## src/include/can_irq_pkg.sv

```systemverilog
package can_irq_pkg;

  // Register bus geometry
  localparam int ADDR_W = 3;
  localparam int DATA_W = 16;

  // Register indices on the plain register port
  localparam logic [ADDR_W-1:0] OFS_VEC = 3'h0;
  localparam logic [ADDR_W-1:0] OFS_FCTRL = 3'h1;
  localparam logic [ADDR_W-1:0] OFS_FIFO = 3'h2;
  localparam logic [ADDR_W-1:0] OFS_INTF = 3'h3;
  localparam logic [ADDR_W-1:0] OFS_INTE = 3'h4;

  // Interrupt flag / enable bit positions
  localparam int FLAG_W = 8;
  localparam int BIT_TXBUF = 0;
  localparam int BIT_RXBUF = 1;
  localparam int BIT_OVF = 2;
  localparam int BIT_FIFO = 3;
  localparam int BIT_ERR = 5;
  localparam int BIT_WAKE = 6;
  localparam int BIT_IVR = 7;
  localparam logic [FLAG_W-1:0] FLAG_MASK = 8'hef;
  localparam logic [FLAG_W-1:0] FLAG_RST = 8'h00;

  // Error state field, bits 13..8 of the flag register
  localparam int ERR_W = 6;
  localparam int ERR_LSB = 8;
  localparam int ERR_ANYWARN = 0;
  localparam int ERR_RXWARN = 1;
  localparam int ERR_TXWARN = 2;
  localparam int ERR_RXPASS = 3;
  localparam int ERR_TXPASS = 4;
  localparam int ERR_TXOFF = 5;

  // Interrupt code / filter hit register layout
  localparam int CODE_W = 7;
  localparam int FILT_W = 5;
  localparam int FILT_LSB = 8;
  localparam logic [CODE_W-1:0] CODE_NONE = 7'h40;
  localparam logic [CODE_W-1:0] CODE_ERR = 7'h41;
  localparam logic [CODE_W-1:0] CODE_WAKE = 7'h42;
  localparam logic [CODE_W-1:0] CODE_OVF = 7'h43;
  localparam logic [CODE_W-1:0] CODE_FIFO = 7'h44;
  localparam logic [FILT_W-1:0] FILT_RST = 5'h00;

  // FIFO control layout
  localparam int SIZE_W = 3;
  localparam int SIZE_LSB = 13;
  localparam int START_W = 5;
  localparam logic [SIZE_W-1:0] SIZE_RST = 3'h0;
  localparam logic [START_W-1:0] START_RST = 5'h00;

  // FIFO status layout
  localparam int PTR_W = 6;
  localparam int WPTR_LSB = 8;
  localparam int CNT_W = 6;

  // Buffer index widths
  localparam int TXIDX_W = 3;
  localparam int RXIDX_W = 4;

  // Number of message buffers selected by the size field
  function automatic logic [CNT_W-1:0] buf_count(input logic [SIZE_W-1:0] sel);
    case (sel)
      3'h0: buf_count = 6'h04;
      3'h1: buf_count = 6'h06;
      3'h2: buf_count = 6'h08;
      3'h3: buf_count = 6'h0c;
      3'h4: buf_count = 6'h10;
      3'h5: buf_count = 6'h18;
      3'h6: buf_count = 6'h20;
      default: buf_count = 6'h00;
    endcase
  endfunction

endpackage

```

## src/hdl/can_irq_fifo_status_regs.sv

```systemverilog
// Added by the designer: the placing of the registers and the plain strobed port.
`timescale 1ns/100ps
// Notes on behaviour
// - Five-bit filter hit number, filters 0..15
// - Fixed codes for fifo, overflow, wake, error, none
// - Buffer interrupt code equals buffer index
// - Three-bit size field picks DMA buffer count
// - Five-bit writable FIFO start buffer
// - Read-only FIFO write buffer pointer
// - Read-only FIFO next read pointer
// - Bit 13 shows transmitter bus-off
// - Bit 12 shows transmitter error-passive
// - Bit 11 shows receiver error-passive
// - Bit 10 shows transmitter error-warning
// - Bit 9 shows receiver error-warning
// - Bit 8 shows any error-warning
// - Error flag raised by error state entries
// - Invalid message sets bit 7 flag
// - Bus wake-up activity sets bit 6 flag
// - FIFO almost full sets bit 3 flag
// - Receive buffer overflow sets bit 2 flag
// - Receive sets bit 1, transmit sets bit 0
// - Enable register per flag, resets to zero
// - Unimplemented bits read as zero
// - Wake-up still sets while disabled; flags kept
module can_irq_fifo_status_regs
  import can_irq_pkg::*;
(
  input wire logic sys_clk,
  input wire logic rst_b,
  input wire logic [ADDR_W-1:0] reg_addr,
  input wire logic [DATA_W-1:0] reg_wdata,
  input wire logic reg_wr,
  input wire logic reg_rd,
  output logic [DATA_W-1:0] reg_rdata,
  input wire logic module_disabled,
  input wire logic ev_invalid_msg,
  input wire logic ev_wakeup,
  input wire logic ev_fifo_almost_full,
  input wire logic ev_rx_overflow,
  input wire logic ev_rx_buffer,
  input wire logic [RXIDX_W-1:0] rx_buffer_index,
  input wire logic [RXIDX_W-1:0] rx_filter_hit,
  input wire logic ev_tx_buffer,
  input wire logic [TXIDX_W-1:0] tx_buffer_index,
  input wire logic tx_bus_off_state,
  input wire logic tx_error_passive_state,
  input wire logic rx_error_passive_state,
  input wire logic tx_warning_state,
  input wire logic rx_warning_state,
  input wire logic [PTR_W-1:0] fifo_write_pointer,
  input wire logic [PTR_W-1:0] fifo_next_read_pointer,
  output logic [SIZE_W-1:0] dma_buffer_count_select,
  output logic [CNT_W-1:0] dma_buffer_count,
  output logic [START_W-1:0] fifo_start_buffer,
  output logic irq,
  output logic [CODE_W-1:0] pending_interrupt_code,
  output logic [FILT_W-1:0] matched_filter_number
);

  logic [FLAG_W-1:0] flags_q;
  logic [FLAG_W-1:0] flags_d;
  logic [FLAG_W-1:0] ev_set;
  logic [FLAG_W-1:0] sw_clr;
  logic [FLAG_W-1:0] en_q;
  logic [FLAG_W-1:0] pend;
  logic [ERR_W-1:0] err_in;
  logic [ERR_W-1:0] err_q;
  logic err_rise;
  logic [SIZE_W-1:0] size_q;
  logic [START_W-1:0] start_q;
  logic [PTR_W-1:0] wptr_q;
  logic [PTR_W-1:0] rptr_q;
  logic [TXIDX_W-1:0] tx_idx_q;
  logic [RXIDX_W-1:0] rx_idx_q;
  logic [RXIDX_W-1:0] filt_hit_q;
  logic [CODE_W-1:0] code_d;
  logic [CODE_W-1:0] code_q;
  logic [FILT_W-1:0] filt_d;
  logic [FILT_W-1:0] filt_q;
  logic irq_q;
  logic [DATA_W-1:0] rdata_q;
  logic wr_intf;
  logic wr_inte;
  logic wr_fctrl;

  // Address decode for writes
  assign wr_intf = reg_wr && (reg_addr == OFS_INTF);
  assign wr_inte = reg_wr && (reg_addr == OFS_INTE);
  assign wr_fctrl = reg_wr && (reg_addr == OFS_FCTRL);

  // Live error state; the any-warning bit is the OR of the two warnings
  always_comb begin
    err_in = '0;
    err_in[ERR_TXOFF] = tx_bus_off_state;
    err_in[ERR_TXPASS] = tx_error_passive_state;
    err_in[ERR_RXPASS] = rx_error_passive_state;
    err_in[ERR_TXWARN] = tx_warning_state;
    err_in[ERR_RXWARN] = rx_warning_state;
    err_in[ERR_ANYWARN] = tx_warning_state | rx_warning_state;
  end

  // Registered error state, shown in the flag register
  always_ff @(posedge sys_clk or negedge rst_b) begin
    if (!rst_b) begin
      err_q <= '0;
    end else begin
      err_q <= err_in;
    end
  end

  // Any newly entered error state raises the error flag
  assign err_rise = |(err_in & ~err_q);

  // Event sources; while disabled only wake-up activity gets through
  always_comb begin
    ev_set = '0;
    ev_set[BIT_IVR] = ev_invalid_msg && !module_disabled;
    ev_set[BIT_WAKE] = ev_wakeup;
    ev_set[BIT_ERR] = err_rise && !module_disabled;
    ev_set[BIT_FIFO] = ev_fifo_almost_full && !module_disabled;
    ev_set[BIT_OVF] = ev_rx_overflow && !module_disabled;
    ev_set[BIT_RXBUF] = ev_rx_buffer && !module_disabled;
    ev_set[BIT_TXBUF] = ev_tx_buffer && !module_disabled;
  end

  // Writing a zero clears a flag; writing a one leaves it alone
  assign sw_clr = wr_intf ? ~reg_wdata[FLAG_W-1:0] : '0;

  // Per-flag next state: a set in the clearing cycle wins over the clear
  genvar gi;
  generate
    for (gi = 0; gi < FLAG_W; gi++) begin : g_flag
      if (FLAG_MASK[gi]) begin : g_impl
        assign flags_d[gi] = ev_set[gi] | (flags_q[gi] & ~sw_clr[gi]);
      end else begin : g_unimpl
        assign flags_d[gi] = 1'b0;
      end
    end
  endgenerate

  // Flag storage; held through disable mode since only sources are gated
  always_ff @(posedge sys_clk or negedge rst_b) begin
    if (!rst_b) begin
      flags_q <= FLAG_RST;
    end else begin
      flags_q <= flags_d;
    end
  end

  // Interrupt enable register
  always_ff @(posedge sys_clk or negedge rst_b) begin
    if (!rst_b) begin
      en_q <= FLAG_RST;
    end else if (wr_inte) begin
      en_q <= reg_wdata[FLAG_W-1:0] & FLAG_MASK;
    end
  end

  assign pend = flags_q & en_q;

  // FIFO area control; reserved size code is stored as written
  always_ff @(posedge sys_clk or negedge rst_b) begin
    if (!rst_b) begin
      size_q <= SIZE_RST;
      start_q <= START_RST;
    end else if (wr_fctrl) begin
      size_q <= reg_wdata[SIZE_LSB +: SIZE_W];
      start_q <= reg_wdata[START_W-1:0];
    end
  end

  assign dma_buffer_count_select = size_q;
  assign dma_buffer_count = buf_count(size_q);
  assign fifo_start_buffer = start_q;

  // Pointer snapshot so reads see a stable registered value
  always_ff @(posedge sys_clk or negedge rst_b) begin
    if (!rst_b) begin
      wptr_q <= '0;
      rptr_q <= '0;
    end else begin
      wptr_q <= fifo_write_pointer;
      rptr_q <= fifo_next_read_pointer;
    end
  end

  // Remember the last buffer and filter of each buffer event
  always_ff @(posedge sys_clk or negedge rst_b) begin
    if (!rst_b) begin
      tx_idx_q <= '0;
      rx_idx_q <= '0;
      filt_hit_q <= '0;
    end else begin
      if (ev_set[BIT_TXBUF]) begin
        tx_idx_q <= tx_buffer_index;
      end
      if (ev_set[BIT_RXBUF]) begin
        rx_idx_q <= rx_buffer_index;
        filt_hit_q <= rx_filter_hit;
      end
    end
  end

  // Priority encoder: error first, buffer events last
  always_comb begin
    code_d = CODE_NONE;
    filt_d = FILT_RST;
    if (pend[BIT_ERR]) begin
      code_d = CODE_ERR;
    end else if (pend[BIT_WAKE]) begin
      code_d = CODE_WAKE;
    end else if (pend[BIT_OVF]) begin
      code_d = CODE_OVF;
    end else if (pend[BIT_FIFO]) begin
      code_d = CODE_FIFO;
    end else if (pend[BIT_TXBUF]) begin
      code_d = CODE_W'(tx_idx_q);
    end else if (pend[BIT_RXBUF]) begin
      code_d = CODE_W'(rx_idx_q);
      filt_d = FILT_W'(filt_hit_q);
    end
  end

  // Code, filter and request are registered to keep outputs glitch free
  always_ff @(posedge sys_clk or negedge rst_b) begin
    if (!rst_b) begin
      code_q <= CODE_NONE;
      filt_q <= FILT_RST;
      irq_q <= 1'b0;
    end else begin
      code_q <= code_d;
      filt_q <= filt_d;
      irq_q <= |pend;
    end
  end

  assign pending_interrupt_code = code_q;
  assign matched_filter_number = filt_q;
  assign irq = irq_q;

  // Read mux; unmapped indices and unused bits read as zero
  always_ff @(posedge sys_clk or negedge rst_b) begin
    if (!rst_b) begin
      rdata_q <= '0;
    end else if (reg_rd) begin
      rdata_q <= '0;
      case (reg_addr)
        OFS_VEC: begin
          rdata_q[FILT_LSB +: FILT_W] <= filt_q;
          rdata_q[CODE_W-1:0] <= code_q;
        end
        OFS_FCTRL: begin
          rdata_q[SIZE_LSB +: SIZE_W] <= size_q;
          rdata_q[START_W-1:0] <= start_q;
        end
        OFS_FIFO: begin
          rdata_q[WPTR_LSB +: PTR_W] <= wptr_q;
          rdata_q[PTR_W-1:0] <= rptr_q;
        end
        OFS_INTF: begin
          rdata_q[ERR_LSB +: ERR_W] <= err_q;
          rdata_q[FLAG_W-1:0] <= flags_q;
        end
        OFS_INTE: begin
          rdata_q[FLAG_W-1:0] <= en_q;
        end
        default: begin
          rdata_q <= '0;
        end
      endcase
    end else begin
      rdata_q <= '0;
    end
  end

  assign reg_rdata = rdata_q;
endmodule // can_irq_fifo_status_regs

```

## config.mk

```make
export PLATFORM = sky130hd
export DESIGN_NAME = can_irq_fifo_status_regs
export DESIGN_NICKNAME = d
export VERILOG_FILES = /design/src/include/can_irq_pkg.sv /design/src/hdl/can_irq_fifo_status_regs.sv
export SDC_FILE = /design/constraint.sdc
export NUM_CORES = 1
export LEC_CHECK = 0
export ABC_AREA = 1
export BUFFER_PORTS_ARGS = -buffer_cell sky130_fd_sc_hd__buf_2
export CORE_ASPECT_RATIO = 0.8
export CORE_MARGIN = 3
export CORE_UTILIZATION = 40
export CTS_BUF_LIST = sky130_fd_sc_hd__clkbuf_8
export DETAILED_ROUTE_END_ITERATION = 10
export PLACE_DENSITY = 0.65
export SYNTH_ARGS = -nofsm -noshare
export SYNTH_HDL_FRONTEND = slang
export SYNTH_SLANG_ARGS = --single-unit
```

## constraint.sdc

```tcl
create_clock -name sys_clk -period 2 [get_ports sys_clk]
set_clock_uncertainty 0.15 [all_clocks]
set_input_delay 0.1 -clock sys_clk [delete_from_list [all_inputs] [get_ports sys_clk]]
set_output_delay 0.1 -clock sys_clk [all_outputs]
set_load 0.02 [all_outputs]
```

## Word-level counts from Yosys, hierarchy flattened

Index checks and enable logic that the tools add are counted.

- Flip-flop bits (word level): 80
- Bits of input ports: 58
- Output and inout bits: 43
- Logic and storage cells: 86

- Equality and inequality tests: 10
- Muxes and demuxes: 22
- Bitwise operators: 26
- Reductions and logical operators: 14

Operators with widths:

| operator | number |
|---|---|
| $mux W7 | 6 |
| $pmux W6 S7 | 1 |
| $pmux W5 S5 | 1 |
| $mux W4 | 6 |
| $mux W16 | 1 |
| $pmux W5 S3 | 1 |
| $eq A3 B2 Y1 const B | 4 |
| $eq A3 B3 Y1 const B | 4 |
| $logic_and A1 B1 Y1 | 9 |
| $and A8 B8 Y8 | 1 |
| $mux W8 | 1 |
| $not A8 Y8 | 1 |
| $or A1 B1 Y1 | 8 |
| $reduce_or A8 Y1 | 1 |
| $and A1 B1 Y1 | 7 |
| $not A1 Y1 | 7 |
| $and A6 B6 Y6 | 1 |
| $eq A3 B1 Y1 const B | 2 |
| $logic_not A3 Y1 | 2 |
| $not A6 Y6 | 1 |
| $pmux W1 S3 | 2 |
| $reduce_or A6 Y1 | 1 |
| $pmux W1 S4 | 1 |
| $mux W2 | 1 |
| other kinds (2) | 2 |

## Logic depth before layout (Yosys ltp)

- Depth after elaboration: 7
- Mapped depth: 8
- Gate-level depth less buffers: 7

## Worst setup path after synthesis

OpenSTA, ideal clock, no wires.

- Path kind: reg-to-output
- Start: reg size_q[1] (netlist: dma_buffer_count_select[1])
- End: out dma_buffer_count[3]
- Arrival: 1.119 ns
- Setup slack: 0.631 ns
- Stages on the path, launching flop included: 3
- Buffers on the path: 0
- Cells stage by stage: dfrtp_1 inv_1 o21ai_0

- Cells in the longest elaborated chain, start to end: 2
- Elaborated cells between the ends (all ways): 8
- Those cells by class: eq/ne (6); mux (1); reduce/logical (1)

RTL lines:

| item | RTL line | text |
|---|---|---|
| start: declaration | can_irq_fifo_status_regs.sv:70 | `logic [SIZE_W-1:0] size_q;` |
| start signal: assignment | can_irq_fifo_status_regs.sv:168 | `size_q <= reg_wdata[SIZE_LSB +: SIZE_W];` |
| $eq A3 B3 Y1 (tied with other cells) | can_irq_pkg.sv:65 | `case (sel)` |
| $pmux W6 S7 * | can_irq_pkg.sv:65 |  |
| end: declaration | can_irq_fifo_status_regs.sv:54 | `output logic [CNT_W-1:0] dma_buffer_count,` |

Every way passes the cells marked *; elsewhere a longest branch is shown, timed or not.

## Worst setup path after layout

- Start: in ev_fifo_almost_full
- End: reg flags_q[3]

- Cells in the longest elaborated chain, start to end: 2

RTL lines:

| item | RTL line | text |
|---|---|---|
| start: declaration | can_irq_fifo_status_regs.sv:39 | `input wire logic ev_fifo_almost_full,` |
| $logic_and A1 B1 Y1 | can_irq_fifo_status_regs.sv:121 | `ev_set[BIT_FIFO] = ev_fifo_almost_full && !module_disabled;` |
| $or A1 B1 Y1 | can_irq_fifo_status_regs.sv:135 | `assign flags_d[gi] = ev_set[gi] \| (flags_q[gi] & ~sw_clr[gi]);` |
| via flags_d[3] | can_irq_fifo_status_regs.sv:62 | `logic [FLAG_W-1:0] flags_d;` |
| end signal: assignment | can_irq_fifo_status_regs.sv:147 | `flags_q <= flags_d;` |
| end: declaration | can_irq_fifo_status_regs.sv:61 | `logic [FLAG_W-1:0] flags_q;` |

The timed path passes the listed nets, and every way through them passes these cells.
A chain may end at the register's enable or synchronous reset.

==> flow_summary_export.csv <==
group,metric,value,unit
timing,rsz0062_at_grt,"false",
global_routing,grt_overflow_total,0,
timing,hold_violations,0,
clocking,cts_hold_repair.buffers,62,
drt,postRouteAntennaNets,0,
timing,timing.setup.tns,0,ns
setup_path,worstReg2RegStart,"flags_q[0]$_DFF_PN0_",
drt,drt_iter0_drc,183,
synthesis,synth_top_area_cell,"dfrtp_1",
clocking,cts_inserted_buffers,9,
timing,finalMaxSlewViolations,0,
synthesis,seq_area_frac_synth,61.5,%
placement,hpwl,5410,µm
setup_path,worst_setup_path_start_kind,"primary input",
power_and_ir_drop,fin_total_pwr,4.24,mW
timing,final.period_utilization,95.6,%
power_and_ir_drop,p_clk_share,38.7,%
hold_path,holdCritPathClass,"primary input to flip-flop",
drt,wl,8020,µm
global_routing,grt_pass1_vias,2738,
layout,nNetsFinal,536,
drt,wl_per_cell,13.6,µm
timing,max_freq,523,MHz
global_routing,grt_usage,19.3,%
floorplanning,initial_core_util,41.8,%
synthesis,yosysWarningCount,0,
layout,final_cell_area,4590,µm²
global_routing,grt_max_degree,45,
timing,finalCriticalPeriod,1.91,ns
power_and_ir_drop,ir_drop,0.000676,V
power_and_ir_drop,p_int,3.12,mW
layout,final-seq-area,1930,µm²
hold_path,min-delay-start,"ev_tx_buffer",
synthesis,synthTopCellsByArea,"dfrtp_1 (61%), nand2_1 (10%), nand3_1 (5.3%), mux2_2 (3.6%), inv_1 (3.0%)",
layout,layout_commonest_cell,"buf_2",
placement,gp_congestion,0.804,
clocking,cts_root_buf,"clkbuf_8",
clocking,cts.htree.levels,3,
floorplanning,ios,101,
clocking,clockBufferDepth,2,
synthesis,synth.top_cell.area_share,60.7,%
floorplanning,die_area,8940,µm²
clocking,ctsResizeCount,0,
synthesis,syn_avg_cell_area,9.83,µm²
drt,viasPerCell,4.64,
timing,finalSetupViolCount,0,
layout,area_growth,46.4,%
synthesis,synthCells,319,
power_and_ir_drop,combPwrFrac,18.1,%
placement,dpl_cell_area,3680,µm²
drt,drcViolationCount,0,
run_status,status,"complete, no violations",
global_routing,antenna_found_initial,0,
setup_path,crit_path_end_kind,"flip-flop",
timing,slew_headroom,66.6,%
timing,worstMarginPinSlew,0.501,ns
layout,final_cell_mix,"buf_2 (90), nand2_1 (87), dfrtp_1 (76)",
layout,n_fill_cell,669,
floorplanning,die_y,85.2,µm
clocking,cts_sinks,77,
floorplanning,coreArea,7500,µm²
power_and_ir_drop,leakage,2.29,nW
synthesis,synth_cell_types,27,
setup_path,crit_arrival,2.00,ns
job,cap_violations,0,
synthesis,ys_ff_latch,77,
synthesis,syn-cell-area,3130,µm²
power_and_ir_drop,power_frac_seq,43.2,%
drt,vias,2730,
clocking,cts_setup_buffers,0,
power_and_ir_drop,switching_share,26.4,%
drt,first_pass_iters,4,
global_routing,grt_pass1_wl,13500,µm
power_and_ir_drop,power_density,923,nW/µm²
setup_path,required,2.09,ns
setup_path,critPathLaunch,"ev_fifo_almost_full",
placement,numPortBuffers,91,
power_and_ir_drop,p_switching,1.12,mW
layout,layout-drive-gt1-share,26.9,%
clocking,cts_tree,"built",
layout,n_antenna_cell,0,
floorplanning,rows,28,
clocking,clk_latency,0.35,ns
setup_path,worst-setup-path-type,"primary input to flip-flop",
layout,multi_input_area,1030,µm²
setup_path,crit_fanout,1,
floorplanning,die_w,105,µm
clocking,clk_pin_slew,0.08,ns
==> synthesized netlist by cell type, drive strengths merged <==
library cell,number
a21oi,10
nand4,4
buf,10
dfrtp,76
a31oi,6
nor2,22
o21ai,18
nor3b,5
dfstp,1
a21boi,1
nand2,89
o211ai,1
clkbuf,1
mux2,10
conb,1
nand3,33
nor3,5
inv,26
==> worst paths after layout <==
kind                                            to  slack (ns)  depth (start not counted)
max                           flags_q[3]$_DFF_PN0_        0.09                          6
min                        tx_idx_q[1]$_DFFE_PN0P_        0.06                          3
max reg2reg                   flags_q[0]$_DFF_PN0_        0.61                          3
min reg2reg                    en_q[6]$_DFFE_PN0P_        0.35                          2
max in group asynchronous     flags_q[2]$_DFF_PN0_        1.02                          3
min in group asynchronous   reg_rdata[9]$_DFF_PN0_        0.09                          2
==> state kept, by name, summed over array words and instances, names as in the netlist <==
register / flops
wptr_q: 6
en_q: 7
rptr_q: 6
pending_interrupt_code: 5
tx_idx_q: 3
irq: 1
matched_filter_number: 4
reg_rdata: 16
fifo_start_buffer: 5
rx_idx_q: 4
flags_q: 7
err_q: 6
dma_buffer_count_select: 3
filt_hit_q: 4
==> per-stage QoR <==
stage	instances	hold slack (ns)	util [%]	setup WS [ns]
floorplan	322	-0.346	-	0.631
global placement	510	-0.0711	49.1	0.541
detailed placement	510	-0.0653	49.1	0.507
CTS	588	0.0364	61.2	0.123
global route	588	0.0695	61.2	0.0314
finish	588	0.0608	61.2	0.0885
==> metal layers <==
| metal | track usage [%] | vias to the layer above | wire, µm |
|---|---|---|---|
| met5 | 0 | - | 0 |
| met4 | 4.05 | 0 | 83 |
| met3 | 6.69 | 9 | 485 |
| met2 | 31.6 | 82 | 3730 |
| met1 | 25.1 | 1290 | 3720 |
| li1 | - | 1349 | - |
==> power by group through the flow <==
| stage | sequential (mW) | combinational (mW) | clock, mW |
|---|---|---|---|
| 2_1_floorplan | 1.93 | 0.321 | 0 |
| 3_3_place_gp | 1.86 | 0.661 | 0 |
| 3_5_place_dp | 1.86 | 0.675 | 0 |
| 4_1_cts | 1.83 | 0.768 | 1.68 |
| 5_1_grt | 1.86 | 0.853 | 1.75 |
| 6_report | 1.83 | 0.765 | 1.64 |
==> final cells by class <==
type                    count  area share (%)
flip-flops and latches     77            42.0
repair buffers            156            24.3
multi-input cells         208            22.5
clock inverters             7            3.55
well taps                 105            2.86
clock buffers               9            2.70
inverters                  26            2.13
==> critical path: stages <==
cell	delay [ns]
dlygate4sd3_1	0.55
buf_2	0.13
nand2_1	0.06
dlygate4sd3_1	0.55
nand2_1	0.05
dlygate4sd3_1	0.55
==> cells by family (layout without fill, tap and decap cells) <==
logic type	Yosys count	in the layout	share of synthesized area, %
muxes	10	10	3.59
AOI/OAI and AO/OA	36	36	6.63
and+or+nand+nor	158	158	22.2
buffers and inverters	37	198	5.95
other	1	4	0.120
DFF	77	77	61.5
Power figures use the tool's default switching activity.
